`config.mk`:
```
export PLATFORM = sky130hd
export DESIGN_NAME = flash_status_regs
export DESIGN_NICKNAME = d
export VERILOG_FILES = /design/src/flash_status_pkg.sv /design/src/flash_page_guard.sv /design/src/flash_status_regs.sv
export VERILOG_INCLUDE_DIRS = /design/src
export SDC_FILE = /design/constraint.sdc
export NUM_CORES = 1
export LEC_CHECK = 0
export BUFFER_PORTS_ARGS = -buffer_cell sky130_fd_sc_hd__buf_2
export CAP_MARGIN = 0
export CELL_PAD_IN_SITES_DETAIL_PLACEMENT = 0
export CELL_PAD_IN_SITES_GLOBAL_PLACEMENT = 1
export CORE_MARGIN = 8
export CORE_UTILIZATION = 30
export DETAILED_ROUTE_END_ITERATION = 7
export HOLD_SLACK_MARGIN = 0.06
export MAX_ROUTING_LAYER = met4
export PLACE_DENSITY = 0.75
export SETUP_SLACK_MARGIN = 0.15
export SYNTH_ARGS = -nofsm -noshare
export SYNTH_HDL_FRONTEND = slang
export SYNTH_SLANG_ARGS = --single-unit
export TNS_END_PERCENT = 1
```
`constraint.sdc`:
```
create_clock -name clk_i -period 15.2 [get_ports clk_i]
set_input_delay 3.8 -clock clk_i [delete_from_list [all_inputs] [get_ports clk_i]]
set_output_delay 3.8 -clock clk_i [all_outputs]
set_load 0.01 [all_outputs]
```
`src/flash_status_consts.svh`:
```
/*
 Constants of the flash status and identity register bank: offsets, field
 positions, reset values and identity defaults.
 Assumes inclusion by bare name from the register bank module flash_status_regs.
*/
`ifndef FLASH_STATUS_CONSTS_SVH
`define FLASH_STATUS_CONSTS_SVH

// ==========================================================
// Register offsets (byte addresses)
`define OFS_IRQ_ENABLE      12'h014
`define OFS_IRQ_STATUS      12'h018
`define OFS_PAGE_PROT_0     12'h020
`define OFS_PAGE_PROT_1     12'h024
`define OFS_PAGE_PROT_2     12'h028
`define OFS_PAGE_PROT_3     12'h02c
`define OFS_SECURITY        12'h030
`define OFS_VECTOR_MAP      12'h100
`define OFS_MAKER_PART      12'h180
`define OFS_PAGE_COUNT      12'h184
`define OFS_PAGE_SIZE       12'h188
`define OFS_PART_ID         12'h18c
`define OFS_CUSTOM_0        12'h310
`define OFS_CUSTOM_1        12'h314
`define OFS_CUSTOM_2        12'h318
`define OFS_CUSTOM_3        12'h31c

// ==========================================================
// Field positions
`define BIT_DONE            0
`define BIT_BAD_ADDR        1
`define BIT_CHECKSUM        2
`define BIT_VECTOR_SEL      1
`define FLAG_WIDTH          3

// ==========================================================
// Values
`define ADDR_LIMIT          32'h1fff_ffff
`define PAGE_SIZE_RESET     32'h0000_0400
`define PAGE_COUNT_DEFAULT  32'h0000_0080
`define MAKER_CODE_DEFAULT  16'h5a5a
`define PART_LAST4_DEFAULT  16'h1234
`define PART_FULL_DEFAULT   20'h12345
`define ZERO_WORD           32'h0000_0000

`endif

```
`src/flash_status_pkg.sv`:
```
/*
 Types shared by the flash status and identity register bank.
 Assumes flash_status_consts.svh is on the include path.
*/
package flash_status_pkg;

   // ==========================================================
   // Classic Wishbone request and answer
   typedef struct packed {
      logic        cyc;
      logic        stb;
      logic        we;
      logic [3:0]  sel;
      logic [11:0] adr;
      logic [31:0] dat;
   } wb_req_type;

   typedef struct packed {
      logic        ack;
      logic [31:0] dat;
   } wb_rsp_type;

   // Operation events from the command sequencer
   typedef struct packed {
      logic        op_done;
      logic        addr_check;
      logic [31:0] target_address_value;
      logic        checksum_bad;
   } op_event_type;

   // Bus slave state
   typedef enum logic [0:0] {
      BUS_IDLE,
      BUS_ACK
   } bus_state_type;

endpackage

```
`src/flash_page_guard.sv`:
```
/*
 Page guard: decides whether an erase or program request on a page is
 allowed from the latched protection image.
 Assumes page index and image are on clk_i; one or two pages per bit.
*/
module flash_page_guard
(
   // Clock and control
   input  wire logic         clk_i,
   input  wire logic         rst_i,
   input  wire logic         ce_i,
   // Request
   input  wire logic         two_pages_i,
   input  wire logic [7:0]   page_i,
   input  wire logic         req_i,
   input  wire logic [127:0] protect_i,
   // Answer
   output logic              allow_o,
   output logic              refuse_o
);

   // ==========================================================
   // Page to status bit; with two pages per bit the index halves
   wire logic [7:0] bit_index;
   wire logic       page_open;

   assign bit_index = two_pages_i ? {1'b0, page_i[7:1]} : page_i;
   assign page_open = ~bit_index[7] & protect_i[bit_index[6:0]];

   // Zero bit means protected: refuse the operation
   always_ff @(posedge clk_i)
   begin
      if (rst_i)
      begin
         allow_o  <= 1'b0;
         refuse_o <= 1'b0;
      end
      else if (ce_i)
      begin
         allow_o  <= req_i & page_open;
         refuse_o <= req_i & ~page_open;
      end
   end

endmodule

```
`src/flash_status_regs.sv`:
```
/*
 Flash status, protection status, vector mapping and identity register
 bank with a classic Wishbone slave and one level interrupt.
 Assumes option bytes, boot pin and privilege words are stable around
 reset; event inputs come from logic on clk_i; boot pin is asynchronous.
*/
// Design decision made here: the Wishbone slave port.
`include "flash_status_consts.svh"

module flash_status_regs
#(
   parameter logic [15:0] MAKER_CODE   = `MAKER_CODE_DEFAULT,  // Arbitrary value
   parameter logic [15:0] PART_LAST4   = `PART_LAST4_DEFAULT,  // Arbitrary value
   parameter logic [19:0] PART_FULL    = `PART_FULL_DEFAULT,   // Arbitrary value
   parameter logic [31:0] PAGE_COUNT   = `PAGE_COUNT_DEFAULT,
   parameter logic [31:0] PAGE_SIZE    = `PAGE_SIZE_RESET,
   parameter logic        TWO_PER_BIT  = 1'b0
)
(
   // Clock, reset, enable
   input  wire logic                      clk_i,
   input  wire logic                      rst_i,
   input  wire logic                      ce_i,
   // Wishbone slave
   input  wire flash_status_pkg::wb_req_type wb_req_i,
   output flash_status_pkg::wb_rsp_type   wb_rsp_o,
   // Operation events
   input  wire flash_status_pkg::op_event_type ev_i,
   // Option bytes and identity sources
   input  wire logic [127:0]              option_page_protect_bits_i,
   input  wire logic [1:0]                option_security_bits_i,
   input  wire logic [127:0]              custom_identity_word_i,
   input  wire logic                      boot_pin_i,
   // Page guard request
   input  wire logic [7:0]                guard_page_i,
   input  wire logic                      guard_req_i,
   output logic                           guard_allow_o,
   output logic                           guard_refuse_o,
   // Status outputs
   output logic                           vector_source_select_o,
   output logic                           irq_o
);

   // ==========================================================
   // Register state
   logic [`FLAG_WIDTH-1:0] flags_reg;
   logic [`FLAG_WIDTH-1:0] flags_next;
   logic [`FLAG_WIDTH-1:0] irq_enable_reg;
   logic [127:0]           page_protect_reg;
   logic [1:0]             security_reg;
   logic                   vector_reg;
   logic                   reset_seen_reg;
   logic                   boot_meta_reg;
   logic                   boot_sync_reg;
   logic                   ack_reg;
   logic [31:0]            rdata_reg;
   logic                   irq_reg;
   flash_status_pkg::bus_state_type state_reg;

   // Word select for the multi-word registers
   function automatic logic [31:0] word_of(input logic [127:0] v, input logic [1:0] i);
      word_of = v[{i, 5'h00} +: 32];
   endfunction

   // ==========================================================
   // Bus decode
   wire logic        access;
   wire logic        wr_take;
   wire logic [11:0] adr;
   wire logic [31:0] wdat;
   wire logic        wr_flags;
   wire logic        wr_enable;
   wire logic        wr_vector;
   wire logic [31:0] rd_mux;

   assign access    = wb_req_i.cyc & wb_req_i.stb & (state_reg == flash_status_pkg::BUS_IDLE);
   assign wr_take   = access & wb_req_i.we & wb_req_i.sel[0];
   assign adr       = wb_req_i.adr;
   assign wdat      = wb_req_i.dat;
   assign wr_flags  = wr_take & (adr == `OFS_IRQ_STATUS);
   assign wr_enable = wr_take & (adr == `OFS_IRQ_ENABLE);
   assign wr_vector = wr_take & (adr == `OFS_VECTOR_MAP);

   // Read mux; unmapped and reserved bits read as zero
   assign rd_mux =
      (adr == `OFS_IRQ_ENABLE)  ? {29'h0000000, irq_enable_reg} :
      (adr == `OFS_IRQ_STATUS)  ? {29'h0000000, flags_reg} :
      (adr == `OFS_PAGE_PROT_0) ? word_of(page_protect_reg, 2'h0) :
      (adr == `OFS_PAGE_PROT_1) ? word_of(page_protect_reg, 2'h1) :
      (adr == `OFS_PAGE_PROT_2) ? word_of(page_protect_reg, 2'h2) :
      (adr == `OFS_PAGE_PROT_3) ? word_of(page_protect_reg, 2'h3) :
      (adr == `OFS_SECURITY)    ? {30'h0, security_reg} :
      (adr == `OFS_VECTOR_MAP)  ? {29'h0, vector_reg, 1'b0} :
      (adr == `OFS_MAKER_PART)  ? {MAKER_CODE, PART_LAST4} :
      (adr == `OFS_PAGE_COUNT)  ? PAGE_COUNT :
      (adr == `OFS_PAGE_SIZE)   ? PAGE_SIZE :
      (adr == `OFS_PART_ID)     ? {12'h000, PART_FULL} :
      (adr == `OFS_CUSTOM_0)    ? word_of(custom_identity_word_i, 2'h0) :
      (adr == `OFS_CUSTOM_1)    ? word_of(custom_identity_word_i, 2'h1) :
      (adr == `OFS_CUSTOM_2)    ? word_of(custom_identity_word_i, 2'h2) :
      (adr == `OFS_CUSTOM_3)    ? word_of(custom_identity_word_i, 2'h3) :
      `ZERO_WORD;

   // ==========================================================
   // Flag events and clears; a set in the clear cycle wins
   wire logic [`FLAG_WIDTH-1:0] set_vec;
   wire logic [`FLAG_WIDTH-1:0] clr_vec;
   wire logic                   bad_addr;
   wire logic                   checksum_cause;

   assign bad_addr       = ev_i.addr_check & (ev_i.target_address_value > `ADDR_LIMIT);
   assign checksum_cause = ev_i.checksum_bad & irq_enable_reg[`BIT_CHECKSUM];

   assign set_vec[`BIT_DONE]     = ev_i.op_done;
   assign set_vec[`BIT_BAD_ADDR] = bad_addr;
   assign set_vec[`BIT_CHECKSUM] = ev_i.checksum_bad;

   // Zero bits of the write leave flags alone
   assign clr_vec[`BIT_DONE]     = wr_flags & wdat[`BIT_DONE];
   assign clr_vec[`BIT_BAD_ADDR] = wr_flags & wdat[`BIT_BAD_ADDR];
   // Checksum flag ignores the clear while the cause persists
   assign clr_vec[`BIT_CHECKSUM] = wr_flags & wdat[`BIT_CHECKSUM] & ~checksum_cause;

   assign flags_next = (flags_reg & ~clr_vec) | set_vec;

   // ==========================================================
   // Boot pin synchroniser; second stage alone is read
   always_ff @(posedge clk_i)
   begin
      if (ce_i)
      begin
         boot_meta_reg <= boot_pin_i;
         boot_sync_reg <= boot_meta_reg;
      end
   end

   // Reset capture: option images load on the first enabled edge after
   // release, so straps are sampled by a clock, never by the reset itself
   always_ff @(posedge clk_i)
   begin
      if (rst_i)
      begin
         reset_seen_reg <= 1'b0;
      end
      else if (ce_i)
      begin
         reset_seen_reg <= 1'b1;
      end
   end

   // Protection images; frozen after load, later option changes unseen
   always_ff @(posedge clk_i)
   begin
      if (ce_i && !rst_i && !reset_seen_reg)
      begin
         page_protect_reg <= option_page_protect_bits_i;
         security_reg     <= option_security_bits_i;
      end
   end

   // Vector bit: boot pin at reset, software may rewrite afterwards
   always_ff @(posedge clk_i)
   begin
      if (ce_i)
      begin
         if (rst_i || !reset_seen_reg)
            vector_reg <= boot_sync_reg;
         else if (wr_vector)
            vector_reg <= wdat[`BIT_VECTOR_SEL];
      end
   end

   // ==========================================================
   // Flags and interrupt enables
   always_ff @(posedge clk_i)
   begin
      if (rst_i)
      begin
         flags_reg      <= '0;
         irq_enable_reg <= '0;
      end
      else if (ce_i)
      begin
         flags_reg <= flags_next;
         if (wr_enable)
            irq_enable_reg <= wdat[`FLAG_WIDTH-1:0];
      end
   end

   // Level interrupt from enabled flags
   always_ff @(posedge clk_i)
   begin
      if (rst_i)
         irq_reg <= 1'b0;
      else if (ce_i)
         irq_reg <= |(flags_reg & irq_enable_reg);
   end

   // ==========================================================
   // Bus slave: ack one cycle after the request, then one idle cycle
   // so ack drops before a held request could be taken twice
   always_ff @(posedge clk_i)
   begin
      if (rst_i)
      begin
         state_reg <= flash_status_pkg::BUS_IDLE;
         ack_reg   <= 1'b0;
         rdata_reg <= `ZERO_WORD;
      end
      else if (ce_i)
      begin
         case (state_reg)
            flash_status_pkg::BUS_IDLE:
            begin
               if (access)
               begin
                  state_reg <= flash_status_pkg::BUS_ACK;
                  ack_reg   <= 1'b1;
                  rdata_reg <= wb_req_i.we ? `ZERO_WORD : rd_mux;
               end
            end
            flash_status_pkg::BUS_ACK:
            begin
               state_reg <= flash_status_pkg::BUS_IDLE;
               ack_reg   <= 1'b0;
            end
            default:
            begin
               state_reg <= flash_status_pkg::BUS_IDLE;
               ack_reg   <= 1'b0;
            end
         endcase
      end
   end

   assign wb_rsp_o.ack = ack_reg;
   assign wb_rsp_o.dat = rdata_reg;
   assign irq_o        = irq_reg;
   assign vector_source_select_o = vector_reg;

   // ==========================================================
   // Page guard on the latched protection image
   flash_page_guard u_guard
   (
      .clk_i       (clk_i),
      .rst_i       (rst_i),
      .ce_i        (ce_i),
      .two_pages_i (TWO_PER_BIT),
      .page_i      (guard_page_i),
      .req_i       (guard_req_i),
      .protect_i   (page_protect_reg),
      .allow_o     (guard_allow_o),
      .refuse_o    (guard_refuse_o)
   );

endmodule

```
# After elaboration in Yosys (flattened, before gate mapping)
# Index checks and enable logic that the tools add are counted.
[word_totals]
ff_bits = 177
input_bits = 357
output_inout_bits = 37
[op_classes]
reduce_logical = 11
mux = 25
n_eq_ne = 17
n_lt_le_gt_ge = 2
bitwise = 24
[op_table]
columns = ["operator", "count"]
rows = [
  ["$mux 32", 17],
  ["$eq 12x6->1 const B", 5],
  ["$eq 12x9->1 const B", 5],
  ["$eq 12x10->1 const B", 4],
  ["$gt 32x29->1 const B", 1],
  ["$eq 12x5->1 const B", 2],
  ["$and 1x1->1", 16],
  ["$lt 7x8->1 const B", 1],
  ["$bmux 1 s7", 1],
  ["$and 3x3->3", 2],
  ["$reduce_and 2->1", 3],
  ["$mux 1", 5],
  ["$not 1->1", 4],
  ["$pmux 1 s2", 2],
  ["$not 3->3", 1],
  ["$or 3x3->3", 1],
  ["$reduce_and 3->1", 1],
  ["$reduce_or 3->1", 1],
  ["$logic_and 1x1->1", 2],
  ["$logic_not 1->1", 2],
  ["$ne 2x2->1 const B", 1],
  ["$reduce_bool 2->1", 1],
  ["$logic_or 1x1->1", 1],
]

# Logic depth before layout (Yosys ltp)
# Gate-level depths: netlist of run 1.
[depth]
ltp_word = 18
ltp_mapped = 9
mapped_depth_nobuf = 6

# Hierarchy
# Synthesis of run 1 repeated with hierarchy kept, for this count alone.
[hier_totals]
cells_unflattened = 1041
hier_area_um2 = 10403.7
[modules_own_cells]
columns = ["module", "area_per_inst_um2", "instances", "seq_area_each_um2", "cells_each"]
rows = [
  ["flash_status_regs", 8393.0, 1, 4834.6, 753],
  ["flash_page_guard", 2010.7, 1, 40.0, 288],
]

# Worst setup path before layout of run 1
# Ideal clock, no wire load.
[synth_path]
path_type = "input to register"
startpoint = "input port ce_i"
endpoint = "register page_protect_reg[0] (enable)"
required_ns = 14.395
setup_ns = 0.805
n_path_buf = 1
t_arrival_ns = 13.487
cell_stages = 2
setup_slack_ns = 0.907
cell_sequence = "clkbuf_1 nor3b_1"
[synth_between]
elab_chain_len = 2
[synth_lines]
columns = ["element", "line_no", "rtl"]
rows = [
  ["start, declared", "flash_status_regs.sv:23", "input wire logic ce_i,"],
  ["$logic_and 1x1->1 (2 in a row)", "flash_status_regs.sv:154", "if (ce_i && !rst_i && !reset_seen_reg)"],
  ["end signal, assigned", "flash_status_regs.sv:156", "page_protect_reg <= option_page_protect_bits_i;"],
  ["end, declared", "flash_status_regs.sv:49", "logic [127:0] page_protect_reg;"],
]
# Every way passes these cells.
# A chain may end at the register's enable or synchronous reset.

# Worst setup path after layout of run 1
[layout_path]
startpoint = "input port wb_req_i[34] (netlist bit)"
endpoint = "register rdata_reg[11]"
[layout_between]
elab_chain_len = 18
word_cells_on_any_way = 33
classes_between = "eq/ne (16); mux (17)"
[layout_lines]
columns = ["element", "line_no", "rtl"]
rows = [
  ["start, declared", "flash_status_regs.sv:25", "input wire flash_status_pkg::wb_req_type wb_req_i,"],
  ["$eq 12x10->1 (no source line)", "-", ""],
  ["$mux 32 (no source line) (15 in a row)", "-", ""],
  ["$mux 32 (no source line) (*)", "-", ""],
  ["$mux 32 (*)", "flash_status_regs.sv:219", "rdata_reg <= wb_req_i.we ? `ZERO_WORD : rd_mux;"],
  ["end signal, assigned", "flash_status_regs.sv:208", "rdata_reg <= `ZERO_WORD;"],
  ["end signal, assigned", "flash_status_regs.sv:219", ""],
  ["end, declared", "flash_status_regs.sv:56", "logic [31:0] rdata_reg;"],
]
# Mark *: on every way between the ends. The rest lies on a longest branch, timed or not.

==> results.md, run 1 <==
* Status: complete, no violations
* Hold buffer count at CTS at 0
* Worst setup margin at 8.81 ns
* Synthesized area per cell at 12.1 um2
* Filler cells at 2960
* Ranking of synthesized cells by area: edfxtp_1 45%, dfxtp_1 9.9%, mux4_2 7.6%, a22oi_1 5.0%, a22o_1 3.3%
* Period utilization at 0.420
* Fin. Hold Viols at 0
* Ys Warns at 0
* Top Ports at 394
* Final clock skew at 0.00911 ns
* WP buf/inv at 2
* Design Power at 0.00110 W
* Post-Route WL at 37300 um
* RSZ-0062 raised after global routing: false
* First-pass GRT wire length at 53900 um
* DRT iter0 DRCs at 647
* Maximum vdd drop at 72.1 uV
* Asr flop ratio synth at 0
* Nets@finish at 1394
* Number of setup buffers added after CTS at 0
* PD cells at 95.0 nW/um2
* Port-buffer cells at 332
* Inst Count DP at 1408
* Commonest cells in the netlist: 133 x edfxtp_1, 59 x a22oi_1, 56 x a21oi_1
* Highest Clock Rate at 157 MHz
* Minimum clock period at 6.39 ns
* Via count at 8005
* Yosys top cell by area: edfxtp_1
* Pin slew with the least headroom to its limit at 1.08 ns
* CTS Buf Count at 17
* DRC Markers at 0
* CTS H-tree depth at 4
* Synth unique cells at 71
* Clk root buf: clkbuf_16
* Cell Area, Synth at 8920 um2
* Initial antenna violation count at 10
* Pre-CTS setup slack at 8.37 ns
* Number of max-slew violations in the final report at 0
* Finished Layout Cells at 1450
* Syn-to-layout area delta at 29.2%
* Remaining Overflow, GRT at 0
* Post_cts resized at 0
* Ys flop type: edfxtp_1
* Top delay family on crit path: simple AND/OR/NAND/NOR gates
* Detailed Place HPWL at 29000 um
* Critical Path, Cell by Cell: buf_2 > nor4b_2 > buf_4 > o211ai_1 > and2_1 > and2_1 > o211ai_1 > a21oi_1
* Die Ht at 188 um
* Final setup violating endpoints at 0
* Most common cell in the netlist: edfxtp_1
* Seq/Total Area, Yosys at 0.547
* Mapped Cells at 736
* Max reg flops at 128
* Startpoint Class: input pin
* Vias in the first global route at 8384
* Slew headroom at 0.280
* Post-synth EDFFs at 133
* Routed wire per std cell at 25.7 um
* FP Rows at 63
* Share of the synthesized area in the top cell type at 0.448
* DIE WIDTH at 188 um
* Initial Util at 0.303
* Gp weighted congestion at 0.846
* DR vias/cell at 5.52
* CP max stage cell: buf_4
* Max clock buf depth at 2
* CP arrival at 6.68 ns
* Maximum number of pins on one net before global-route repair at 79
* Fraction of layout instances using a drive strength above 1 at 0.408
* Max Cap Viol at 0
* Maximum fanout along the worst path at 43
* Worst hold slack at 0.424 ns
* Antenna-violating nets left at 0
* Die area at 35500 um2
* CORE AREA at 29500 um2
* Clock latency on the worst-skew pair at 0.44 ns
* Setup_tns at 0 ns
* Gr usage total at 0.209
* Crit path required time at 15.50 ns
* Leak at 4.23 nW
* Critical path's largest stage delay at 0.57 ns
* Worst setup path class: input pin to flop
* CTS tree: yes
* Worst-path clk slew at 0.08 ns
* Drt first pass iters at 5
* CTS Sinks at 177
* Worst min path class: flop to flop
* Post-synth net total at 1093
* #FFs+latches synth at 177
* CP Capture Type: flop
-- metal layers --
| metal | GRT usage | vias up | share of wire |
|---|---|---|---|
| li1 | - | 3647 | - |
| met1 | 0.243 | 3911 | 0.39 |
| met2 | 0.364 | 411 | 0.52 |
| met3 | 0.0457 | 36 | 0.077 |
| met4 | 0.0544 | 0 | 0.017 |
| met5 | - | - | 0 |
-- logic make-up after synthesis --
| group | synth area share |
|---|---|
| AO/OA/AOI/OAI | 0.231 |
| buffers and inverters | 0.0331 |
| flip-flops | 0.547 |
| AND/OR/NAND/NOR | 0.0902 |
| XOR/XNOR | 0.000982 |
| multiplexers | 0.0979 |
-- stage by stage --
step / util / cell area, um2
2_1_floorplan: - / 8920
3_3_place_gp: 0.371 / 10900
3_5_place_dp: 0.371 / 10900
4_1_cts: 0.390 / 11500
5_1_grt: 0.391 / 11500
6_report: 0.391 / 11500
-- where the power goes --
| group | total, W | leakage [nW] | switching [W] | internal (W) |
|---|---|---|---|---|
| combinational | 0.000112 | 2.37 | 0.0000586 | 0.0000537 |
| clock | 0.000435 | 0.276 | 0.000218 | 0.000218 |
| sequential | 0.000548 | 1.59 | 0.00000985 | 0.000538 |
| total | 0.00110 | 4.23 | 0.000286 | 0.000809 |
-- path summary, 6_finish.rpt --
kind	from	to	slack (ns)	depth (start not counted)
worst min register to register	boot_meta_reg	boot_sync_reg	0.42	0
worst max register to register	reset_seen_reg	page_protect_reg[10]	12.68	3
worst max-delay path	wb_req_i[34]	rdata_reg[11]	8.81	8
worst min-delay path	boot_meta_reg	boot_sync_reg	0.42	0
-- cell type report --
cell class,instances,area [um2],share of cell area
inverters,5,18.8,0.00163
repair buffers,346,1770,0.153
flip-flops and latches,177,4870,0.423
well taps,390,488,0.0423
clock buffers,17,425,0.0369
diodes,10,25.0,0.00217
clock inverters,15,139,0.0121
multi-input cells,490,3790,0.329
-- cells in the final DEF, fill, tap and decap left out, types with 5 or more instances in the layout --
master / n
nor2_1: 29
mux4_2: 30
nand4_1: 6
a22o_1: 34
o21ai_0: 30
clkbuf_16: 17
o211ai_1: 15
buf_4: 14
a21oi_1: 56
o22ai_1: 21
nand2b_1: 9
nor2b_1: 7
buf_2: 332
edfxtp_1: 133
dfxtp_1: 44
and2_1: 6
nand3_1: 9
mux2_2: 6
a32oi_1: 9
a22oi_1: 59
nand2_1: 48
a222oi_1: 5
a221oi_1: 19
inv_6: 5
a211oi_1: 12
mux2i_1: 13
inv_1: 5
diode_2: 10
No activity file was read; power rests on OpenSTA's default activity.
==> run 2: changes to the inputs <==
- PLACE_DENSITY: 0.75 -> 0.77
- clock period: 15.2 -> 5.5 ns (I/O delays scaled with it)
==> run 2 against run 1 <==
  * Clock power grew to 2.9 times the previous value
  * Wire length is 0.64% higher
  * Flip-flop and latch count stayed put
  * Critical path depth stayed put
  * Die area stayed put
  * Power grew to 2.8 times the previous value
  * Sequential share of layout area is 0.32 points lower
  * Global-route usage is 0.25 points higher
==> results.md, run 2 (same netlist as run 1, synthesis figures left out) <==
* Nets@finish at 1398 (+0.29%)
* CTS tree: yes
* Fin area at 11600 um2 (+0.77%)
* Number of setup buffers added after CTS at 0 (unchanged)
* Worst-path clk slew at 0.07 ns (about the same)
* Final clock skew at 0.00761 ns (-0.00151 ns)
* Top layer in use: met4
* Number of max-slew violations in the final report at 0 (unchanged)
* Top Ports at 394 (unchanged)
* Initial Util at 0.303 (unchanged)
* Final setup violating endpoints at 0 (unchanged)
* Max clock buf depth at 2 (unchanged)
* Pre-CTS setup slack at 1.34 ns (-7.04 ns)
* Max Cap Viol at 0 (unchanged)
* Design Power at 0.00307 W (+180%)
* CTS Buf Count at 17 (unchanged)
* Met3 wire length at 3030 um (+4.8%)
* CP Capture Type: flop
* Port-buffer cells at 332 (unchanged)
* DR vias/cell at 5.59 (+1.2%)
* Via count at 8117 (+1.4%)
* CP max stage cell: nor4_1
* Crit path required time at 5.83 ns (-9.67 ns)
* Post_cts resized at 0 (unchanged)
* DRT iter0 DRCs at 612 (-5.4%)
* Post-Route WL at 37600 um (+0.64%)
* Syn-to-layout area delta at 30.2%
* Highest Clock Rate at 272 MHz
* Worst min path class: flop to flop
* CTS H-tree depth at 4 (unchanged)
* RSZ-0062 raised after global routing: false
* Initial antenna violation count at 8 (-2)
* Maximum number of pins on one net before global-route repair at 72 (-8.9%)
* Critical Path, Cell by Cell: buf_2 > buf_12 > mux4_2 > a22oi_1 > a211oi_1 > nor4_1 > nor4_1 > a221o_1
* Gp weighted congestion at 0.861 (+1.7%)
* Maximum vdd drop at 186 uV (+160%)
* CORE AREA at 29500 um2 (unchanged)
* Routed wire per std cell at 25.9 um (+0.44%)
* Gr usage total at 0.212 (+0.00248)
* Wl on met1 at 14900 um (+2.6%)
* Clock latency on the worst-skew pair at 0.44 ns (about the same)
* Detailed Place HPWL at 29700 um (+2.6%)
* Critical path's largest stage delay at 0.54 ns (-0.03 ns)
* Final Util at 0.394 (+0.00301)
* Drt first pass iters at 6 (+1)
* DRC Markers at 0 (unchanged)
* PD cells at 265 nW/um2 (+180%)
* Pin slew with the least headroom to its limit at 0.926 ns (-0.154 ns)
* Antenna-violating nets left at 0 (unchanged)
* WP buf/inv at 2 (unchanged)
* Crit path top cell by count: nor4_1
* Area post-placement at 11000 um2 (+0.45%)
* Max reg flops at 128 (unchanged)
* Worst setup path class: input pin to flop
* Maximum fanout along the worst path at 18 (-58%)
* DIE WIDTH at 188 um (unchanged)
* Status: complete, no violations
* CTS Sinks at 177 (unchanged)
* Commonest non-fill, non-tap cell in the layout: buf_2
* Period utilization at 0.669
* First-pass GRT wire length at 54500 um (+1.1%)
* Clk root buf: clkbuf_16
* FP Rows at 63 (unchanged)
* Die area at 35500 um2 (unchanged)
* Minimum clock period at 3.68 ns
* Fin. Hold Viols at 0 (unchanged)
* Startpoint Class: input pin
* Leak at 4.27 nW (+0.98%)
* Top delay family on crit path: compound AO/OA/AOI/OAI gates
* Vias in the first global route at 8383 (-0.012%)
* Remaining Overflow, GRT at 0 (unchanged)
* Routed wl met2 at 19200 um (-0.23%)
* Setup_tns at 0 ns (unchanged)
* CP arrival at 4.01 ns (-2.67 ns)
* Hold buffer count at CTS at 0 (unchanged)
* Fraction of layout instances using a drive strength above 1 at 0.410 (+0.00225)
* Slew headroom at 0.383 (+0.103)
* Die Ht at 188 um (unchanged)
* Most frequent cells in the layout: 332 x buf_2, 133 x edfxtp_1, 59 x a22oi_1
* Worst setup margin at 1.82 ns (-6.99 ns)
==> run 2: cell types whose count changed in the layout (fill, tap and decap cells not counted) <==
cell / previous run / this run
buf_4: 14 / 17
nor3b_4: 0 / 1
inv_6: 5 / 2
diode_2: 10 / 9
clkinv_8: 1 / 4
clkinv_2: 2 / 0
nor3b_2: 1 / 0
inv_12: 0 / 1
clkbuf_8: 0 / 1
buf_12: 0 / 1
==> run 2: path summary, 6_finish.rpt <==
check | startpoint | to | slack, ns | depth (start not counted)
setup / recovery | guard_page_i[0] | u_guard.allow_o | 1.82 | 8
hold / removal | boot_meta_reg | boot_sync_reg | 0.42 | 0
setup reg to reg | page_protect_reg[11] | u_guard.allow_o | 3.05 | 6
hold reg to reg | boot_meta_reg | boot_sync_reg | 0.42 | 0
==> run 2: worst reg2reg max path, stage by stage (launching register included) <==
cell and delay (ns):
edfxtp_1 0.44, mux4_2 0.49, a22oi_1 0.33, a211oi_1 0.14
nor4_1 0.54, nor4_1 0.12, a221o_1 0.28
==> run 2: where the power goes <==
part | internal (W) | switching [W] | total [W]
Combinational | 0.000150 | 0.000163 | 0.000314
Clock | 0.000628 | 0.000619 | 0.00125
Sequential | 0.00149 | 0.0000281 | 0.00151
Total | 0.00226 | 0.000810 | 0.00307
==> run 2: routing by layer <==
metal,track usage,up-vias
met5,-,-
met4,0.0451,0
met3,0.0488,25
met2,0.364,418
met1,0.251,4026
li1,-,3648
==> run 2: stage by stage <==
| step | hold WS [ns] | instances |
|---|---|---|
| 2_1_floorplan | 0.400 | 736 |
| 3_3_place_gp | 0.409 | 1412 |
| 3_5_place_dp | 0.405 | 1412 |
| 4_1_cts | 0.424 | 1444 |
| 5_1_grt | 0.429 | 1452 |
| 6_report | 0.421 | 1453 |
==> run 2: final cells by class <==
cell class | instances | area, um2
fillers | 2975 | 17900
flip-flops and latches | 177 | 4870
multi-input cells | 490 | 3790
repair buffers | 350 | 1810
well taps | 390 | 488
clock buffers | 18 | 439
clock inverters | 14 | 168
diodes | 9 | 22.5
inverters | 5 | 18.8
==> run 3: changes to the inputs <==
- clock period: 5.5 -> 3.2 ns (I/O delays scaled with it)
==> run 3 against run 2 <==
  * Core utilization increased by 1.3 points
  * Final area is 3.3% higher
  * Wire length up 1.7%
  * Clock skew up 0.0077 ns
  * Non-clock buffer count up 29
  * Critical endpoint unchanged
  * Largest cell class unchanged
==> results.md, run 3 (same netlist as run 1, synthesis figures left out) <==
* Status: complete, no violations
* Period utilization at 0.911
* Leak at 4.46 nW (+4.4%)
* Reg area at 4870 um2 (unchanged)
* Initial antenna violation count at 7 (-1)
* DIE WIDTH at 188 um (unchanged)
* DR vias/cell at 5.53 (-0.94%)
* Max clock buf depth at 2 (unchanged)
* Worst setup margin at 0.285 ns (-1.54 ns)
* Antenna-violating nets left at 0 (unchanged)
* Drt first pass iters at 6 (unchanged)
* Max Cap Viol at 0 (unchanged)
* Number of setup buffers added after CTS at 0 (unchanged)
* Startpoint Class: input pin
* R2R Path End: u_guard.allow_o
* Gr usage total at 0.215 (+0.00328)
* Multi-input logic area at 3790 um2 (unchanged)
* Hold buffer count at CTS at 0 (unchanged)
* Vias in the first global route at 8464 (+0.97%)
* RSZ-0062 raised after global routing: false
* Design Power at 0.00532 W (+73%)
* Inst Count DP at 1441 (+2.1%)
* Maximum fanout along the worst path at 17 (-1)
* Filler cells at 2950 (-0.84%)
* Syn-to-layout area delta at 34.4%
* Number of max-slew violations in the final report at 0 (unchanged)
* R2R cell count at 7 (+1)
* Fin. Hold Viols at 0 (unchanged)
* Clock latency on the worst-skew pair at 0.44 ns (about the same)
* Port-buffer cells at 332 (unchanged)
* Clk root buf: clkbuf_16
* Worst Setup EP: u_guard.allow_o
* CTS H-tree depth at 4 (unchanged)
* Worst r2r src: page_protect_reg[11]
* Crit path required time at 3.53 ns (-2.30 ns)
* CTS Buf Count at 17 (unchanged)
* Nets@finish at 1427 (+2.1%)
* Gp weighted congestion at 0.933 (+8.4%)
* CP arrival at 3.24 ns (-0.77 ns)
* Commonest non-fill, non-tap cell in the layout: buf_2
* Fraction of layout instances using a drive strength above 1 at 0.425 (+0.0149)
* Detailed Place HPWL at 30500 um (+2.7%)
* Post-Route WL at 38200 um (+1.7%)
* Finished Layout Cells at 1485 (+2.2%)
* CP Capture Type: flop
* Worst setup path class: input pin to flop
* Worst hold slack at 0.429 ns (+0.00756 ns)
* PD cells at 444 nW/um2 (+68%)
* Pin slew with the least headroom to its limit at 0.627 ns (-0.299 ns)
* Initial Util at 0.303 (unchanged)
* CTS Sinks at 177 (unchanged)
* CORE AREA at 29500 um2 (unchanged)
* Worst setup startpoint: guard_page_i[0]
* DRC Markers at 0 (unchanged)
* DRT iter0 DRCs at 687 (+12%)
* CTS tree: yes
* Minimum clock period at 2.91 ns
* Highest Clock Rate at 343 MHz
* Final setup violating endpoints at 0 (unchanged)
* Post_cts resized at 0 (unchanged)
* Final clock skew at 0.0153 ns (+0.00768 ns)
* Worst min path class: flop to flop
* R2R setup slack at 0.73 ns (-2.32 ns)
* Routed wire per std cell at 25.7 um (-0.50%)
* Max reg flops at 128 (unchanged)
* FP Rows at 63 (unchanged)
* Remaining Overflow, GRT at 0 (unchanged)
* Most frequent cells in the layout: 332 x buf_2, 133 x edfxtp_1, 59 x a22oi_1
* Slew headroom at 0.582 (+0.199)
* Worst-path clk slew at 0.07 ns (about the same)
* Die Ht at 188 um (unchanged)
* Maximum vdd drop at 356 uV (+92%)
* Via count at 8218 (+1.2%)
* Maximum number of pins on one net before global-route repair at 69 (-4.2%)
* Pre-CTS setup slack at -0.129 ns (-1.47 ns)
* First-pass GRT wire length at 55600 um (+1.9%)
* Die area at 35500 um2 (unchanged)
* Top Ports at 394 (unchanged)
==> run 3: cell count changes in the layout (fill, tap and decap cells not counted) <==
cell and change:
inv_8 -1, inv_6 +2, diode_2 +3, clkinv_2 +1, buf_4 +16, bufinv_16 +1
buf_12 +13, clkbuf_1 +1, clkinv_4 -1, clkbuf_8 -1, clkinv_8 -1, inv_12 -1
==> run 3: worst max-delay path: stages <==
cell and delay, ns:
buf_2 0.25, buf_12 0.23, mux4_2 0.52, a22oi_1 0.35
a211oi_1 0.14, nor4_1 0.43, buf_4 0.20, nor4_1 0.04
a221o_1 0.26
==> run 3: how the worst min path moves through the flow <==
stage | from | end | slack [ns] | cells past startpoint
2_1_floorplan | boot_meta_reg | boot_sync_reg | 0.40 | 0
3_3_place_gp | boot_meta_reg | boot_sync_reg | 0.41 | 0
3_5_place_dp | boot_meta_reg | boot_sync_reg | 0.42 | 0
4_1_cts | boot_meta_reg | boot_sync_reg | 0.44 | 0
5_1_grt | boot_meta_reg | boot_sync_reg | 0.44 | 0
6_report | boot_meta_reg | boot_sync_reg | 0.43 | 0
==> run 3: metrics by stage <==
step           TNS, ns  instance area (um2)  utilization
5_1_grt              0                12000        0.406
3_3_place_gp    -0.116                11400        0.385
3_5_place_dp    -0.133                11400        0.385
2_1_floorplan  -194.17                 8960            -
4_1_cts              0                12000        0.406
6_report             0                12000        0.407
==> run 3: routing by layer <==
metal | part of all wire | track usage
met1 | 0.40 | 0.253
met2 | 0.52 | 0.371
met3 | 0.077 | 0.0521
met4 | 0.011 | 0.0445
met5 | 0 | -
==> run 3: area by class of cell <==
type	instances	share of cell area
Timing Repair Buffer	379	0.183
Clock inverter	14	0.0140
Multi-Input combinational cell	490	0.316
Antenna cell	12	0.00250
Sequential cell	177	0.407
Clock buffer	18	0.0358
Tap cell	390	0.0407
Inverter	5	0.00157
==> run 3: where the power goes <==
group | leakage (nW) | internal [W] | switching, W
registers | 1.59 | 0.00255 | 0.0000502
logic | 2.59 | 0.000285 | 0.000285
clock network | 0.286 | 0.00112 | 0.00103
